==> config.mk <==
export PLATFORM = sky130hd
export DESIGN_NAME = drwg_wavegen
export DESIGN_NICKNAME = d
export VERILOG_FILES = /design/src/rtl/drwg_pkg.sv /design/src/rtl/drwg_pin_sync.sv /design/src/rtl/drwg_wavegen.sv
export VERILOG_INCLUDE_DIRS = /design/src /design/src/rtl
export SDC_FILE = /design/constraint.sdc
export NUM_CORES = 1
export LEC_CHECK = 0
export BUFFER_PORTS_ARGS = -buffer_cell sky130_fd_sc_hd__buf_2
export CAP_MARGIN = 20
export CORE_ASPECT_RATIO = 0.9
export CORE_MARGIN = 2
export CORE_UTILIZATION = 45
export CTS_CLUSTER_SIZE = 14
export DETAILED_ROUTE_END_ITERATION = 10
export GPL_TIMING_DRIVEN = 1
export HOLD_SLACK_MARGIN = 0.06
export PLACE_DENSITY_LB_ADDON = 0.08
export SYNTH_ARGS = -nofsm -noshare
export SYNTH_HDL_FRONTEND = slang
export SYNTH_HIERARCHICAL = 1
export SYNTH_SLANG_ARGS = --single-unit
export TNS_END_PERCENT = 10
==> constraint.sdc <==
create_clock -name mclk -period 3.1 [get_ports mclk]
set_input_delay 0.155 -clock mclk [delete_from_list [all_inputs] [get_ports mclk]]
set_output_delay 0.155 -clock mclk [all_outputs]
set_load 0.02 [all_outputs]
==> src/rtl/drwg_params.svh <==
`ifndef DRWG_PARAMS_SVH
`define DRWG_PARAMS_SVH

// Register bus widths
`define DRWG_ADDR_W 4
`define DRWG_DATA_W 16

// Register word offsets
`define DRWG_OFS_CTRL 4'h0
`define DRWG_OFS_CMD 4'h1
`define DRWG_OFS_PERIOD 4'h2
`define DRWG_OFS_PERBUF 4'h3
`define DRWG_OFS_CC0 4'h4
`define DRWG_OFS_CC1 4'h5
`define DRWG_OFS_STATUS 4'h6
`define DRWG_OFS_COUNT 4'h7
`define DRWG_OFS_CAPT1 4'h8

// Control register field positions
`define DRWG_CTRL_ENABLE 0
`define DRWG_CTRL_ALT 1
`define DRWG_CTRL_CIRC 2
`define DRWG_CTRL_POL0 3
`define DRWG_CTRL_POL1 4
`define DRWG_CTRL_CAPT1 5

// Status register field positions
`define DRWG_STAT_RAMP_B 0
`define DRWG_STAT_HOLD 1
`define DRWG_STAT_CAPT 2
`define DRWG_STAT_PBUF 3

// Command field position and width
`define DRWG_CMD_LSB 0
`define DRWG_CMD_W 2

// Reset values
`define DRWG_RST_CTRL 6'h00
`define DRWG_RST_PERIOD 16'hffff
`define DRWG_RST_CC 16'h0000
`define DRWG_RST_DATA 16'h0000

// Counter step
`define DRWG_COUNT_STEP 16'h0001

`endif

==> src/rtl/drwg_pkg.sv <==
package drwg_pkg;

   // Ramp index command values written through the command word
   typedef enum logic [1:0] {
      DRWG_CMD_NONE = 2'b00,
      DRWG_CMD_SET_A = 2'b01,
      DRWG_CMD_SET_B = 2'b10,
      DRWG_CMD_HOLD = 2'b11
   } drwg_ramp_index_command_t;

   // Software control bits
   typedef struct packed {
      logic capt1_en;
      logic pol1;
      logic pol0;
      logic circ;
      logic alt_mode;
      logic enable;
   } drwg_ctrl_t;

   // One register bus request
   typedef struct packed {
      logic wr;
      logic rd;
      logic [3:0] addr;
      logic [15:0] wdata;
   } drwg_bus_req_t;

   // Whole state of the waveform generator
   typedef struct packed {
      drwg_ctrl_t ctrl;
      logic [15:0] count;
      logic [15:0] period;
      logic [15:0] perbuf;
      logic perbuf_valid;
      logic [15:0] cc0;
      logic [15:0] cc1;
      logic [15:0] capt1;
      logic capt_flag;
      logic ramp_b;
      logic hold;
      logic update;
      logic [1:0] wave;
      logic [15:0] rdata;
   } drwg_state_t;

   // State of the pin synchroniser
   typedef struct packed {
      logic stage1;
      logic stage2;
      logic prev;
      logic rise;
   } drwg_sync_t;

endpackage : drwg_pkg

==> src/rtl/drwg_pin_sync.sv <==
`timescale 1ns/100ps
module drwg_pin_sync
   import drwg_pkg::*;
(
   // Clock and reset
   input wire logic mclk,
   input wire logic reset,
   // Asynchronous pin
   input wire logic pin,
   // Synchronised level and its rising edge
   output logic level,
   output logic rise
);

   drwg_sync_t sync_reg;
   drwg_sync_t sync_next;

   // Edge detection compares the second stage with its delayed copy, never the first
   always_comb
   begin
      sync_next = sync_reg;
      sync_next.stage1 = pin;
      sync_next.stage2 = sync_reg.stage1;
      sync_next.prev = sync_reg.stage2;
      sync_next.rise = sync_reg.stage2 & ~sync_reg.prev;
   end

   // State register
   always_ff @(posedge mclk)
   begin
      if (reset)
         sync_reg <= '0;
      else
         sync_reg <= sync_next;
   end

   assign level = sync_reg.prev;
   assign rise = sync_reg.rise;

endmodule : drwg_pin_sync

==> src/rtl/drwg_wavegen.sv <==
// Our own choices: the placing of the registers and strobed register access.
`timescale 1ns/100ps
`include "drwg_params.svh"
module drwg_wavegen
   import drwg_pkg::*;
(
   // Clock and reset
   input wire logic mclk,
   input wire logic reset,
   // Register port
   input wire drwg_bus_req_t bus_req,
   output logic [15:0] rdata,
   // Capture pin for channel one
   input wire logic capture_pin,
   // Waveform outputs and ramp state
   output logic [1:0] waveform_output,
   output logic ramp_index,
   output logic update_pulse
);

   // Each ramp is one sweep of the counter from zero up to its top value.
   // Ramp A gates the odd output off and ramp B the even one. The ramp index
   // flips at every top unless software asked to hold it once, and a set-A or set-B
   // command written in the same cycle as the top wins over the flip.

   // Whole generator state and its next value; one register holds it all
   drwg_state_t q_reg;
   drwg_state_t q_next;
   // Synchronised capture edge and the update point
   logic capt_rise;
   logic at_top;
   // Write strobes, one per writable register offset
   logic wr_ctrl;
   logic wr_cmd;
   logic wr_period;
   logic wr_perbuf;
   logic wr_cc0;
   logic wr_cc1;
   logic wr_status;
   // Mode helpers for the odd output and channel one
   logic capture_active;
   logic src1;
   logic pol1_sel;
   logic gate_even;
   logic gate_odd;
   logic [15:0] cc_odd;
   // Decoded ramp index command from the write data
   drwg_ramp_index_command_t cmd;

   // Capture pin crosses into mclk before any logic reads it. Two stages
   // keep a metastable level away from the capture logic; the price is a
   // captured count that lags the pin edge by a few cycles.
   drwg_pin_sync u_capt_sync (
      .mclk(mclk),
      .reset(reset),
      .pin(capture_pin),
      .level(),
      .rise(capt_rise)
   );

   // Write decode for one register offset; the read strobe is ignored here
   // since the master never raises both strobes together
   function automatic logic wr_hit(input drwg_bus_req_t req, input logic [3:0] ofs);
      wr_hit = req.wr && (req.addr == ofs);
   endfunction : wr_hit

   // Output level of one channel: active while count is below compare,
   // forced inactive when the ramp gates it off, then inverted by polarity.
   // Polarity is applied last, so a gated or disabled channel rests at its
   // polarity level rather than at a fixed low.
   function automatic logic wave_level(
      input logic enable,
      input logic [15:0] count,
      input logic [15:0] cc,
      input logic gate,
      input logic pol
   );
      wave_level = (enable && gate && (count < cc)) ^ pol;
   endfunction : wave_level

   // Read multiplexer. The command word is write only and, like every
   // unmapped offset, reads as zero.
   function automatic logic [15:0] read_word(input drwg_state_t s, input logic [3:0] ofs);
      read_word = `DRWG_RST_DATA;
      case (ofs)
         `DRWG_OFS_CTRL:
            read_word = {10'h000, s.ctrl};
         `DRWG_OFS_PERIOD:
            read_word = s.period;
         `DRWG_OFS_PERBUF:
            read_word = s.perbuf;
         `DRWG_OFS_CC0:
            read_word = s.cc0;
         `DRWG_OFS_CC1:
            read_word = s.cc1;
         `DRWG_OFS_STATUS:
         begin
            read_word[`DRWG_STAT_RAMP_B] = s.ramp_b;
            read_word[`DRWG_STAT_HOLD] = s.hold;
            read_word[`DRWG_STAT_CAPT] = s.capt_flag;
            read_word[`DRWG_STAT_PBUF] = s.perbuf_valid;
         end
         `DRWG_OFS_COUNT:
            read_word = s.count;
         `DRWG_OFS_CAPT1:
            read_word = s.capt1;
         default:
            read_word = `DRWG_RST_DATA;
      endcase
   endfunction : read_word

   // Bus decode and mode helpers. The update point only exists while the
   // counter runs, so a disabled generator only moves its ramp index on a command.
   always_comb
   begin
      // Count and capture words are read only and get no strobe
      wr_ctrl = wr_hit(bus_req, `DRWG_OFS_CTRL);
      wr_cmd = wr_hit(bus_req, `DRWG_OFS_CMD);
      wr_period = wr_hit(bus_req, `DRWG_OFS_PERIOD);
      wr_perbuf = wr_hit(bus_req, `DRWG_OFS_PERBUF);
      wr_cc0 = wr_hit(bus_req, `DRWG_OFS_CC0);
      wr_cc1 = wr_hit(bus_req, `DRWG_OFS_CC1);
      wr_status = wr_hit(bus_req, `DRWG_OFS_STATUS);
      // Command field decoded once for the override below
      cmd = drwg_ramp_index_command_t'(bus_req.wdata[`DRWG_CMD_LSB +: `DRWG_CMD_W]);
      // Top of the current ramp, only while the counter runs
      at_top = q_reg.ctrl.enable && (q_reg.count == q_reg.period);
      // Channel one is a capture channel in alternate mode or when asked to be
      capture_active = q_reg.ctrl.alt_mode || q_reg.ctrl.capt1_en;
   end

   // Source, gate and polarity of each output. The even output always
   // belongs to channel zero and is gated only by the ramp index.
   always_comb
   begin
      gate_even = ~q_reg.ramp_b;
      if (q_reg.ctrl.alt_mode)
      begin
         // Channel zero drives the odd output too, only with circular periods;
         // without them the odd output rests at its inactive level
         src1 = q_reg.ctrl.circ;
         pol1_sel = q_reg.ctrl.pol0;
         cc_odd = q_reg.cc0;
      end
      else
      begin
         // A capturing channel one produces no waveform
         src1 = ~q_reg.ctrl.capt1_en;
         pol1_sel = q_reg.ctrl.pol1;
         cc_odd = q_reg.cc1;
      end
      // The odd output only ever shows itself in ramp B
      gate_odd = q_reg.ramp_b && src1;
   end

   // Next state of the whole generator. Later assignments in this process
   // override earlier ones, which sets the priority of software over hardware except at the capture flag, where a new capture wins over a clear.
   always_comb
   begin
      q_next = q_reg;
      // Pulses and read data last one cycle unless set again below
      q_next.update = 1'b0;
      q_next.rdata = `DRWG_RST_DATA;

      // Counter runs 0 to period, then restarts. A disabled counter rests at
      // zero, so every enable starts a fresh ramp from its bottom.
      if (!q_reg.ctrl.enable)
         q_next.count = `DRWG_RST_DATA;
      else if (at_top)
         q_next.count = `DRWG_RST_DATA;
      else
         q_next.count = 16'(q_reg.count + `DRWG_COUNT_STEP);

      // Update point: ramp switches and period buffers load. A pending hold
      // skips one flip of the ramp index and is used up here, unless a no-op command written in the same cycle keeps it pending.
      if (at_top)
      begin
         q_next.update = 1'b1;
         if (q_reg.hold)
            q_next.hold = 1'b0;
         else
            q_next.ramp_b = ~q_reg.ramp_b;
         if (q_reg.ctrl.circ)
         begin
            // Swapping the pair lets ramps A and B each keep their own period;
            // software writes the buffer to change the period of the next ramp
            q_next.period = q_reg.perbuf;
            q_next.perbuf = q_reg.period;
         end
         else if (q_reg.perbuf_valid)
         begin
            // One period value serves both ramps
            q_next.period = q_reg.perbuf;
            q_next.perbuf_valid = 1'b0;
         end
      end

      // Register writes. They follow the update logic, so a direct period
      // write in the update cycle wins over the value loaded from the buffer.
      // Control bits act at once, so a mode change mid-ramp does not wait
      // for the next update.
      if (wr_ctrl)
         q_next.ctrl = drwg_ctrl_t'(bus_req.wdata[`DRWG_CTRL_CAPT1:`DRWG_CTRL_ENABLE]);
      if (wr_period)
         q_next.period = bus_req.wdata;
      if (wr_perbuf)
      begin
         // Written after the load so a write in the update cycle is kept
         q_next.perbuf = bus_req.wdata;
         q_next.perbuf_valid = 1'b1;
      end
      // Compare values also act at once; a write mid-ramp can shorten or
      // stretch the pulse already under way
      if (wr_cc0)
         q_next.cc0 = bus_req.wdata;
      if (wr_cc1)
         q_next.cc1 = bus_req.wdata;

      // Software index override comes after the update so it wins. Setting
      // the ramp outright also cancels a hold that has not been used yet.
      if (wr_cmd)
      begin
         case (cmd)
            DRWG_CMD_SET_A:
            begin
               q_next.ramp_b = 1'b0;
               q_next.hold = 1'b0;
            end
            DRWG_CMD_SET_B:
            begin
               q_next.ramp_b = 1'b1;
               q_next.hold = 1'b0;
            end
            DRWG_CMD_HOLD:
               q_next.hold = 1'b1;
            // A no-op command leaves a pending hold as it was
            default:
               q_next.hold = q_reg.hold;
         endcase
      end

      // Capture flag: write one clears, a new capture in the same cycle wins,
      // so an edge that arrives while software clears the flag is never lost
      if (wr_status && bus_req.wdata[`DRWG_STAT_CAPT])
         q_next.capt_flag = 1'b0;
      // Only a channel set up for capture records the count
      if (capt_rise && capture_active)
      begin
         q_next.capt1 = q_reg.count;
         q_next.capt_flag = 1'b1;
      end

      // Outputs registered from the current count, one cycle behind it;
      // the extra cycle is the cost of driving every pin from a flip-flop
      q_next.wave[0] = wave_level(q_reg.ctrl.enable, q_reg.count, q_reg.cc0,
                                  gate_even, q_reg.ctrl.pol0);
      q_next.wave[1] = wave_level(q_reg.ctrl.enable, q_reg.count, cc_odd,
                                  gate_odd, pol1_sel);

      // Read data appear in the cycle after the read strobe and fall back
      // to zero after it, since the default above clears them every cycle
      if (bus_req.rd)
         q_next.rdata = read_word(q_reg, bus_req.addr);
   end

   // State register; outputs idle at the inactive polarity of reset, low.
   // Reset loads only constants, so no field depends on another at reset.
   always_ff @(posedge mclk)
   begin
      if (reset)
      begin
         q_reg <= '0;
         q_reg.ctrl <= drwg_ctrl_t'(`DRWG_RST_CTRL);
         // Period registers reset to the full count range
         q_reg.period <= `DRWG_RST_PERIOD;
         q_reg.perbuf <= `DRWG_RST_PERIOD;
         q_reg.cc0 <= `DRWG_RST_CC;
         q_reg.cc1 <= `DRWG_RST_CC;
      end
      else
         q_reg <= q_next;
   end

   // Outputs straight from the state register; no logic sits between the
   // flip-flops and the pins, so downstream timing sees a clean launch
   assign rdata = q_reg.rdata;
   assign waveform_output = q_reg.wave;
   assign ramp_index = q_reg.ramp_b;
   assign update_pulse = q_reg.update;

endmodule : drwg_wavegen

==> Yosys cells after proc, flatten, opt, wreduce, memory -nomap -nowiden <==
Index checks and enable logic that the tools add are counted.
{ "classes": {"addsub": 1, "n_lt_le_gt_ge": 2, "n_eq_ne": 14, "n_mux": 19, "bitwise": 8, "n_reduce_logical": 30} }
{ "ops": {"columns": ["cell", "n"], "rows": [
  ["case mux 12 bit (7 select lines)", 1],
  ["two-way mux 16 bit", 5],
  ["two-way mux 33 bit", 1],
  ["less-than comparator 16 bit", 2],
  ["case mux 4 bit (8 select lines)", 1],
  ["two-way mux 17 bit", 1],
  ["adder 16 x 1 -> 16 bit, second input constant", 1],
  ["equality test 16 bit", 1],
  ["equality test 4 x 3 -> 1 bit, second input constant", 4],
  ["logical AND 1 bit", 15],
  ["nonzero test 2 bit", 5],
  ["equality test 4 x 2 -> 1 bit, second input constant", 2],
  ["AND reduction 2 bit", 4],
  ["two-way mux 1 bit", 6],
  ["inverter 1 bit", 5],
  ["equality test 2 bit, second input constant", 2],
  ["equality test 4 x 1 -> 1 bit, second input constant", 1],
  ["equality test 4 bit, second input constant", 1],
  ["zero test 4 bit", 1],
  ["case mux 1 bit (2 select lines)", 2],
  ["OR reduction 2 bit", 2],
  ["two-way mux 3 bit", 1],
  ["!= test 3 x 2 -> 1 bit, second input constant", 1],
  ["nonzero test 3 bit", 1],
  ["7 further kinds", 8]
]} }
{ "word_totals": {"regBits": 129, "in_bits": 25, "out_inout_bits": 20, "wordCells": 97} }

==> Depth between registers and ports, before layout <==
{ "depth": {"ltp_word": 6, "depth_mapped": 9, "mapped_depth_nobuf": 7} }

==> Cells and area by module <==
The synthesis kept the hierarchy.
{ "by_module_without_submodules": {"columns": ["mod", "instances", "cells_per_inst", "area_each_um2", "seq_area_each_um2"], "rows": [
  ["drwg_wavegen", 1, 767, 6703.9, 2502.4],
  ["drwg_pin_sync", 1, 8, 111.4, 80.1]
]} }

==> Least setup slack after synthesis <==
Ideal clock, no wire load.
{ "synth_path": {"kind": "reg2reg", "from": "register q_reg[120] (netlist name)", "to": "register q_reg, in the netlist waveform_output[1]", "setup_ns": 0.072, "arrival_ns": 2.426, "t_required_ns": 3.028, "slack_ns": 0.603, "path_stages_with_launch": 10, "path_buffers": 2, "synth_period_minus_slack_ns": 2.497, "path_cell_list": "dfxtp_1 buf_1 clkbuf_1 mux2i_1 ha_1 o21a_1 o21ai_0 o211ai_1 a31oi_1 mux2i_1"} }
{ "synth_via": {"elab_chain_cells": 5, "word_cells_on_any_way": 8, "classes_between": "order compare (1); mux (3); bitwise (1); reduce/logical (3)"} }
{ "synth_rtl": {"columns": ["element", "line", "rtl"], "rows": [
  ["start, declared", "drwg_wavegen.sv:27", "drwg_state_t q_reg;"],
  ["start signal, assigned", "drwg_wavegen.sv:281", "q_reg <= q_next;"],
  ["parallel branches: the longest is 4 deep, another holds less-than comparator 16 bit", null, null],
  ["XOR 1 bit *", "drwg_wavegen.sv:78", "wave_level = (enable && gate && (count < cc)) ^ pol;"]
]} }
Mark *: on every way between the ends.
A chain may end at the register's enable or synchronous reset.

==> Worst setup path in the final report <==
Ends and elaborated chain as after synthesis.

==> tab_implementation.tex <==
\begin{tabular}{lr}
\hline
Metric & Value \\
\hline
\multicolumn{2}{l}{\textbf{Critical path}} \\
\quad Critical path cell sequence & buf\_12, mux2i\_1, ha\_1, a21o\_1, a21oi\_1, o221ai\_1, a31oi\_1, mux2i\_1 \\
\quad Category of the most critical setup path & reg -> reg \\
\quad Largest driver fanout on the critical path & 13 \\
\quad Worst path bufs/invs & 1 \\
\quad Setup slack on the worst flop-to-flop path & 0.65 ns \\
\quad Cell repeated most along the worst path & sky130\_fd\_sc\_hd\_\_mux2i\_1 \\
\quad Required time of the critical path & about 3.4 ns \\
\quad Cell family with the largest share of critical-path delay & compound AO/OA/AOI/OAI gates \\
\quad Critical path's slowest cell & sky130\_fd\_sc\_hd\_\_dfxtp\_1 \\
\quad Origin of the worst setup path & q\_reg[120]\$\_SDFFE\_PP0P\_ \\
\quad Kind of start point of the critical path & flop \\
\quad Crit end category & flop \\
\quad Worst flop-to-flop path startpoint & q\_reg[120]\$\_SDFFE\_PP0P\_ \\
\quad Delay of the slowest cell on the worst path & approximately 0.63 ns \\
\quad Data arrival time of the worst path & between 2 and 3 ns \\
\multicolumn{2}{l}{\textbf{Place}} \\
\quad Count of input and output buffers & 44 \\
\quad Dpl hpwl & around 15000 um \\
\quad Cell Area, Placed & approximately 7100 um2 \\
\quad Final weighted congestion in routability-driven placement & approximately 0.94 \\
\multicolumn{2}{l}{\textbf{Clock network}} \\
\quad Clock buffer depth & 2 \\
\quad TritonCTS Buffers & 17 \\
\quad Clock tree from TritonCTS & done \\
\quad Buffer cell driving the clock tree root & sky130\_fd\_sc\_hd\_\_clkbuf\_16 \\
\quad Max H-tree Level & 4 \\
\quad Clk\_lat worst skew & between 0.4 and 0.5 ns \\
\quad Sink Count & around 130 \\
\quad Reg clk slew, reported paths & around 0.060 ns \\
\multicolumn{2}{l}{\textbf{STA}} \\
\quad Maximum clock skew at final layout & 0.00894 ns \\
\quad Slew at the pin closest to its max-slew limit & $\sim$1.0 ns \\
\quad Worst slew margin relative to its limit & 0.296 \\
\quad Setup repair after global routing missed its margin & false \\
\quad Post-route fraction of the period consumed by the critical path & 0.789 \\
\quad Number of pins with negative max-slew slack in the final report & 0 \\
\quad Number of failing hold endpoints at the final stage & 0 \\
\quad Max Clk Rate & 0.409 GHz \\
\quad Endpoints failing setup & 0 \\
\quad Total Negative Setup Slacks & 0 ns \\
\quad Final period demand of the worst path & between 2 and 2.5 ns \\
\multicolumn{2}{l}{\textbf{Final layout}} \\
\quad Proportion of layout cells with a drive suffix above 1 & 0.148 \\
\quad Most common cell after layout, fill and taps aside & sky130\_fd\_sc\_hd\_\_dfxtp\_1 \\
\quad Count of antenna diodes in the layout & 0 \\
\quad Syn-to-layout area delta & 16.8\% \\
\quad Most frequent cells in the layout & sky130\_fd\_sc\_hd\_\_dfxtp\_1, sky130\_fd\_sc\_hd\_\_nand2\_1, sky130\_fd\_sc\_hd\_\_a21oi\_1 \\
\quad Finished layout cell area & roughly 8000 um2 \\
\quad Number of flip-flops in the largest register & between 100 and 150 \\
\quad Nets & around 870 \\
\multicolumn{2}{l}{\textbf{Drt}} \\
\quad Post-DR vias/cell & between 5 and 6 \\
\quad Wire length after detailed routing & 21300 um \\
\quad Final routed wire length divided by cell count & $\sim$21 um \\
\quad Via count & just over 6k \\
\quad DRT iter0 DRCs & 696 \\
\quad Antenna Nets Post-Route & 0 \\
\quad Total DRC errors in the routed layout & 0 \\
\quad Number of iterations in the first detailed-routing pass & 6 \\
\multicolumn{2}{l}{\textbf{Die}} \\
\quad Initial core utilization & 0.462 \\
\quad Die area & roughly 16000 um2 \\
\quad Overall die width & approximately 130 um \\
\quad Ports placed on the boundary & between 40 and 50 \\
\quad Die span in y & about 120 um \\
\quad Area inside the core boundary & around 15000 um2 \\
\quad Core Rows & 42 \\
\multicolumn{2}{l}{\textbf{Power and ir drop}} \\
\quad Cell-internal power & 3.22 mW \\
\quad Clock share of power & 0.542 \\
\quad Power Density & about 520 nW/um2 \\
\quad Static leakage & 3.13 nW \\
\quad Switching share of power & 0.224 \\
\quad Net Switching & $\sim$930 uW \\
\quad Worst VDD drop & roughly 0.43 mV \\
\quad Comb power frac & 0.054 \\
\quad Part of the power in registers & 0.405 \\
\multicolumn{2}{l}{\textbf{Yosys}} \\
\quad Number of instances in the synthesized netlist & $\sim$780 \\
\quad Total standard cell area after synthesis & roughly 6800 um2 \\
\quad Fraction of registers with async set or reset after synthesis & 0 \\
\quad Netlist cell types & 57 \\
\quad Count of flip-flops with a built-in enable after synthesis & 0 \\
\quad Count of state elements after synthesis & between 100 and 150 \\
\quad Syn Area/Cell & slightly below 9 um2 \\
\quad Sequential-to-total area share from yosys stat & 0.379 \\
\quad Synthesized net count & between 800 and 900 \\
\quad Total number of yosys warnings & 6 \\
\quad Top flip-flop cell by instance count after synthesis & sky130\_fd\_sc\_hd\_\_dfxtp\_1 \\
\multicolumn{2}{l}{\textbf{Global routing}} \\
\quad Vias in the first global route & $\sim$5.6k \\
\quad Congestion Overflow GR & 0 \\
\quad Antenna violations before repair & 0 \\
\quad Tot GR Track Use & 0.270 \\
\quad Global-route wire length before repair & about 33000 um \\
\quad Pin count of the biggest net entering global routing & approximately 70 \\
\multicolumn{2}{l}{\textbf{Worst hold path}} \\
\quad Worst hold path class & in -> reg \\
\quad Origin of the worst min-delay path & bus\_req[21] \\
\multicolumn{2}{l}{\textbf{Job}} \\
\quad Max-Cap Viols & 0 \\
\multicolumn{2}{l}{\textbf{Outcome}} \\
\quad Status & completed \\
\hline
\end{tabular}
cells by family (layout without fill, tap and decap cells):
| group | Yosys count | in the layout | synth area share |
|---|---|---|---|
| DFF | 129 | 129 | 0.379 |
| adders and majority gates | 33 | 33 | 0.0606 |
| AOI/OAI and AO/OA | 193 | 193 | 0.201 |
| buffers and inverters | 88 | 140 | 0.0659 |
| muxes | 57 | 57 | 0.0841 |
| and+or+nand+nor | 245 | 245 | 0.171 |
| xor gates and xnor gates | 30 | 30 | 0.0386 |
path summary, 6_finish.rpt:
check / to / depth (start not counted)
worst max-delay path: waveform_output[1]$_SDFF_PP0_ / 8
worst max register to register: waveform_output[1]$_SDFF_PP0_ / 8
worst min register to register: u_capt_sync/rise$_SDFF_PP0_ / 1
worst min-delay path: q_reg[121]$_SDFFE_PP0P_ / 3
cells in the mapped netlist (all sizes together) (12+ instances only):
cell type	number	area share
a21oi	73	0.054
a22oi	26	0.029
a2bb2oi	31	0.040
a31oi	12	0.011
buf	36	0.037
clkbuf	31	0.017
dfxtp	129	0.38
ha	33	0.061
inv	21	0.012
mux2i	55	0.081
nand2	128	0.072
nand3	15	0.012
nor2	38	0.021
xor2	23	0.030
layer usage:
layer  global-route usage  wire, um
met1                0.396     10100
met2                0.386      8840
met3               0.0738      2010
met4               0.0745       325
met5                    0         0
metrics by stage:
stage	worst slack [ns]	utilization	cells	power, mW	hold slack (ns)
after floorplan	0.603	-	775	1.84	0.226
after global placement	0.676	0.482	975	1.92	0.404
after detailed placement	0.664	0.482	975	1.92	0.411
after CTS	0.647	0.538	1024	4.16	0.0850
after global routing	0.509	0.539	1025	4.27	0.106
final	0.654	0.539	1025	4.15	0.0995
timing repair:
item                                   CTS  global route
hold buffers                            17             0
endpoints found under the hold margin   36             0
gates resized for setup                  0             0
buffers inserted                         0             0
final cells by class:
| type | instances | area [um2] |
|---|---|---|
| timing repair buffer | 87 | 598 |
| multi-input combinational | 558 | 3790 |
| sequential | 129 | 2580 |
| inverter | 21 | 78.8 |
| tap | 198 | 248 |
| clock buffer | 19 | 453 |
| fill | 1375 | 6810 |
| clock inverter | 13 | 208 |
power groups by stage:
stage | logic, mW | registers, mW | clock network (mW)
after global routing | 0.239 | 1.68 | 2.35
after CTS | 0.219 | 1.68 | 2.26
after detailed placement | 0.203 | 1.72 | 0
after global placement | 0.201 | 1.72 | 0
final | 0.224 | 1.68 | 2.25
after floorplan | 0.130 | 1.71 | 0
worst min-delay path, delay by kind of cell:
| kind | cells | cell delay (ns) |
|---|---|---|
| buffers and inverters | 1 | 0.15 |
| AND/OR/NAND/NOR | 1 | 0.10 |
| AO/OA/AOI/OAI | 1 | 0.06 |
Power figures use the tool's default switching activity.
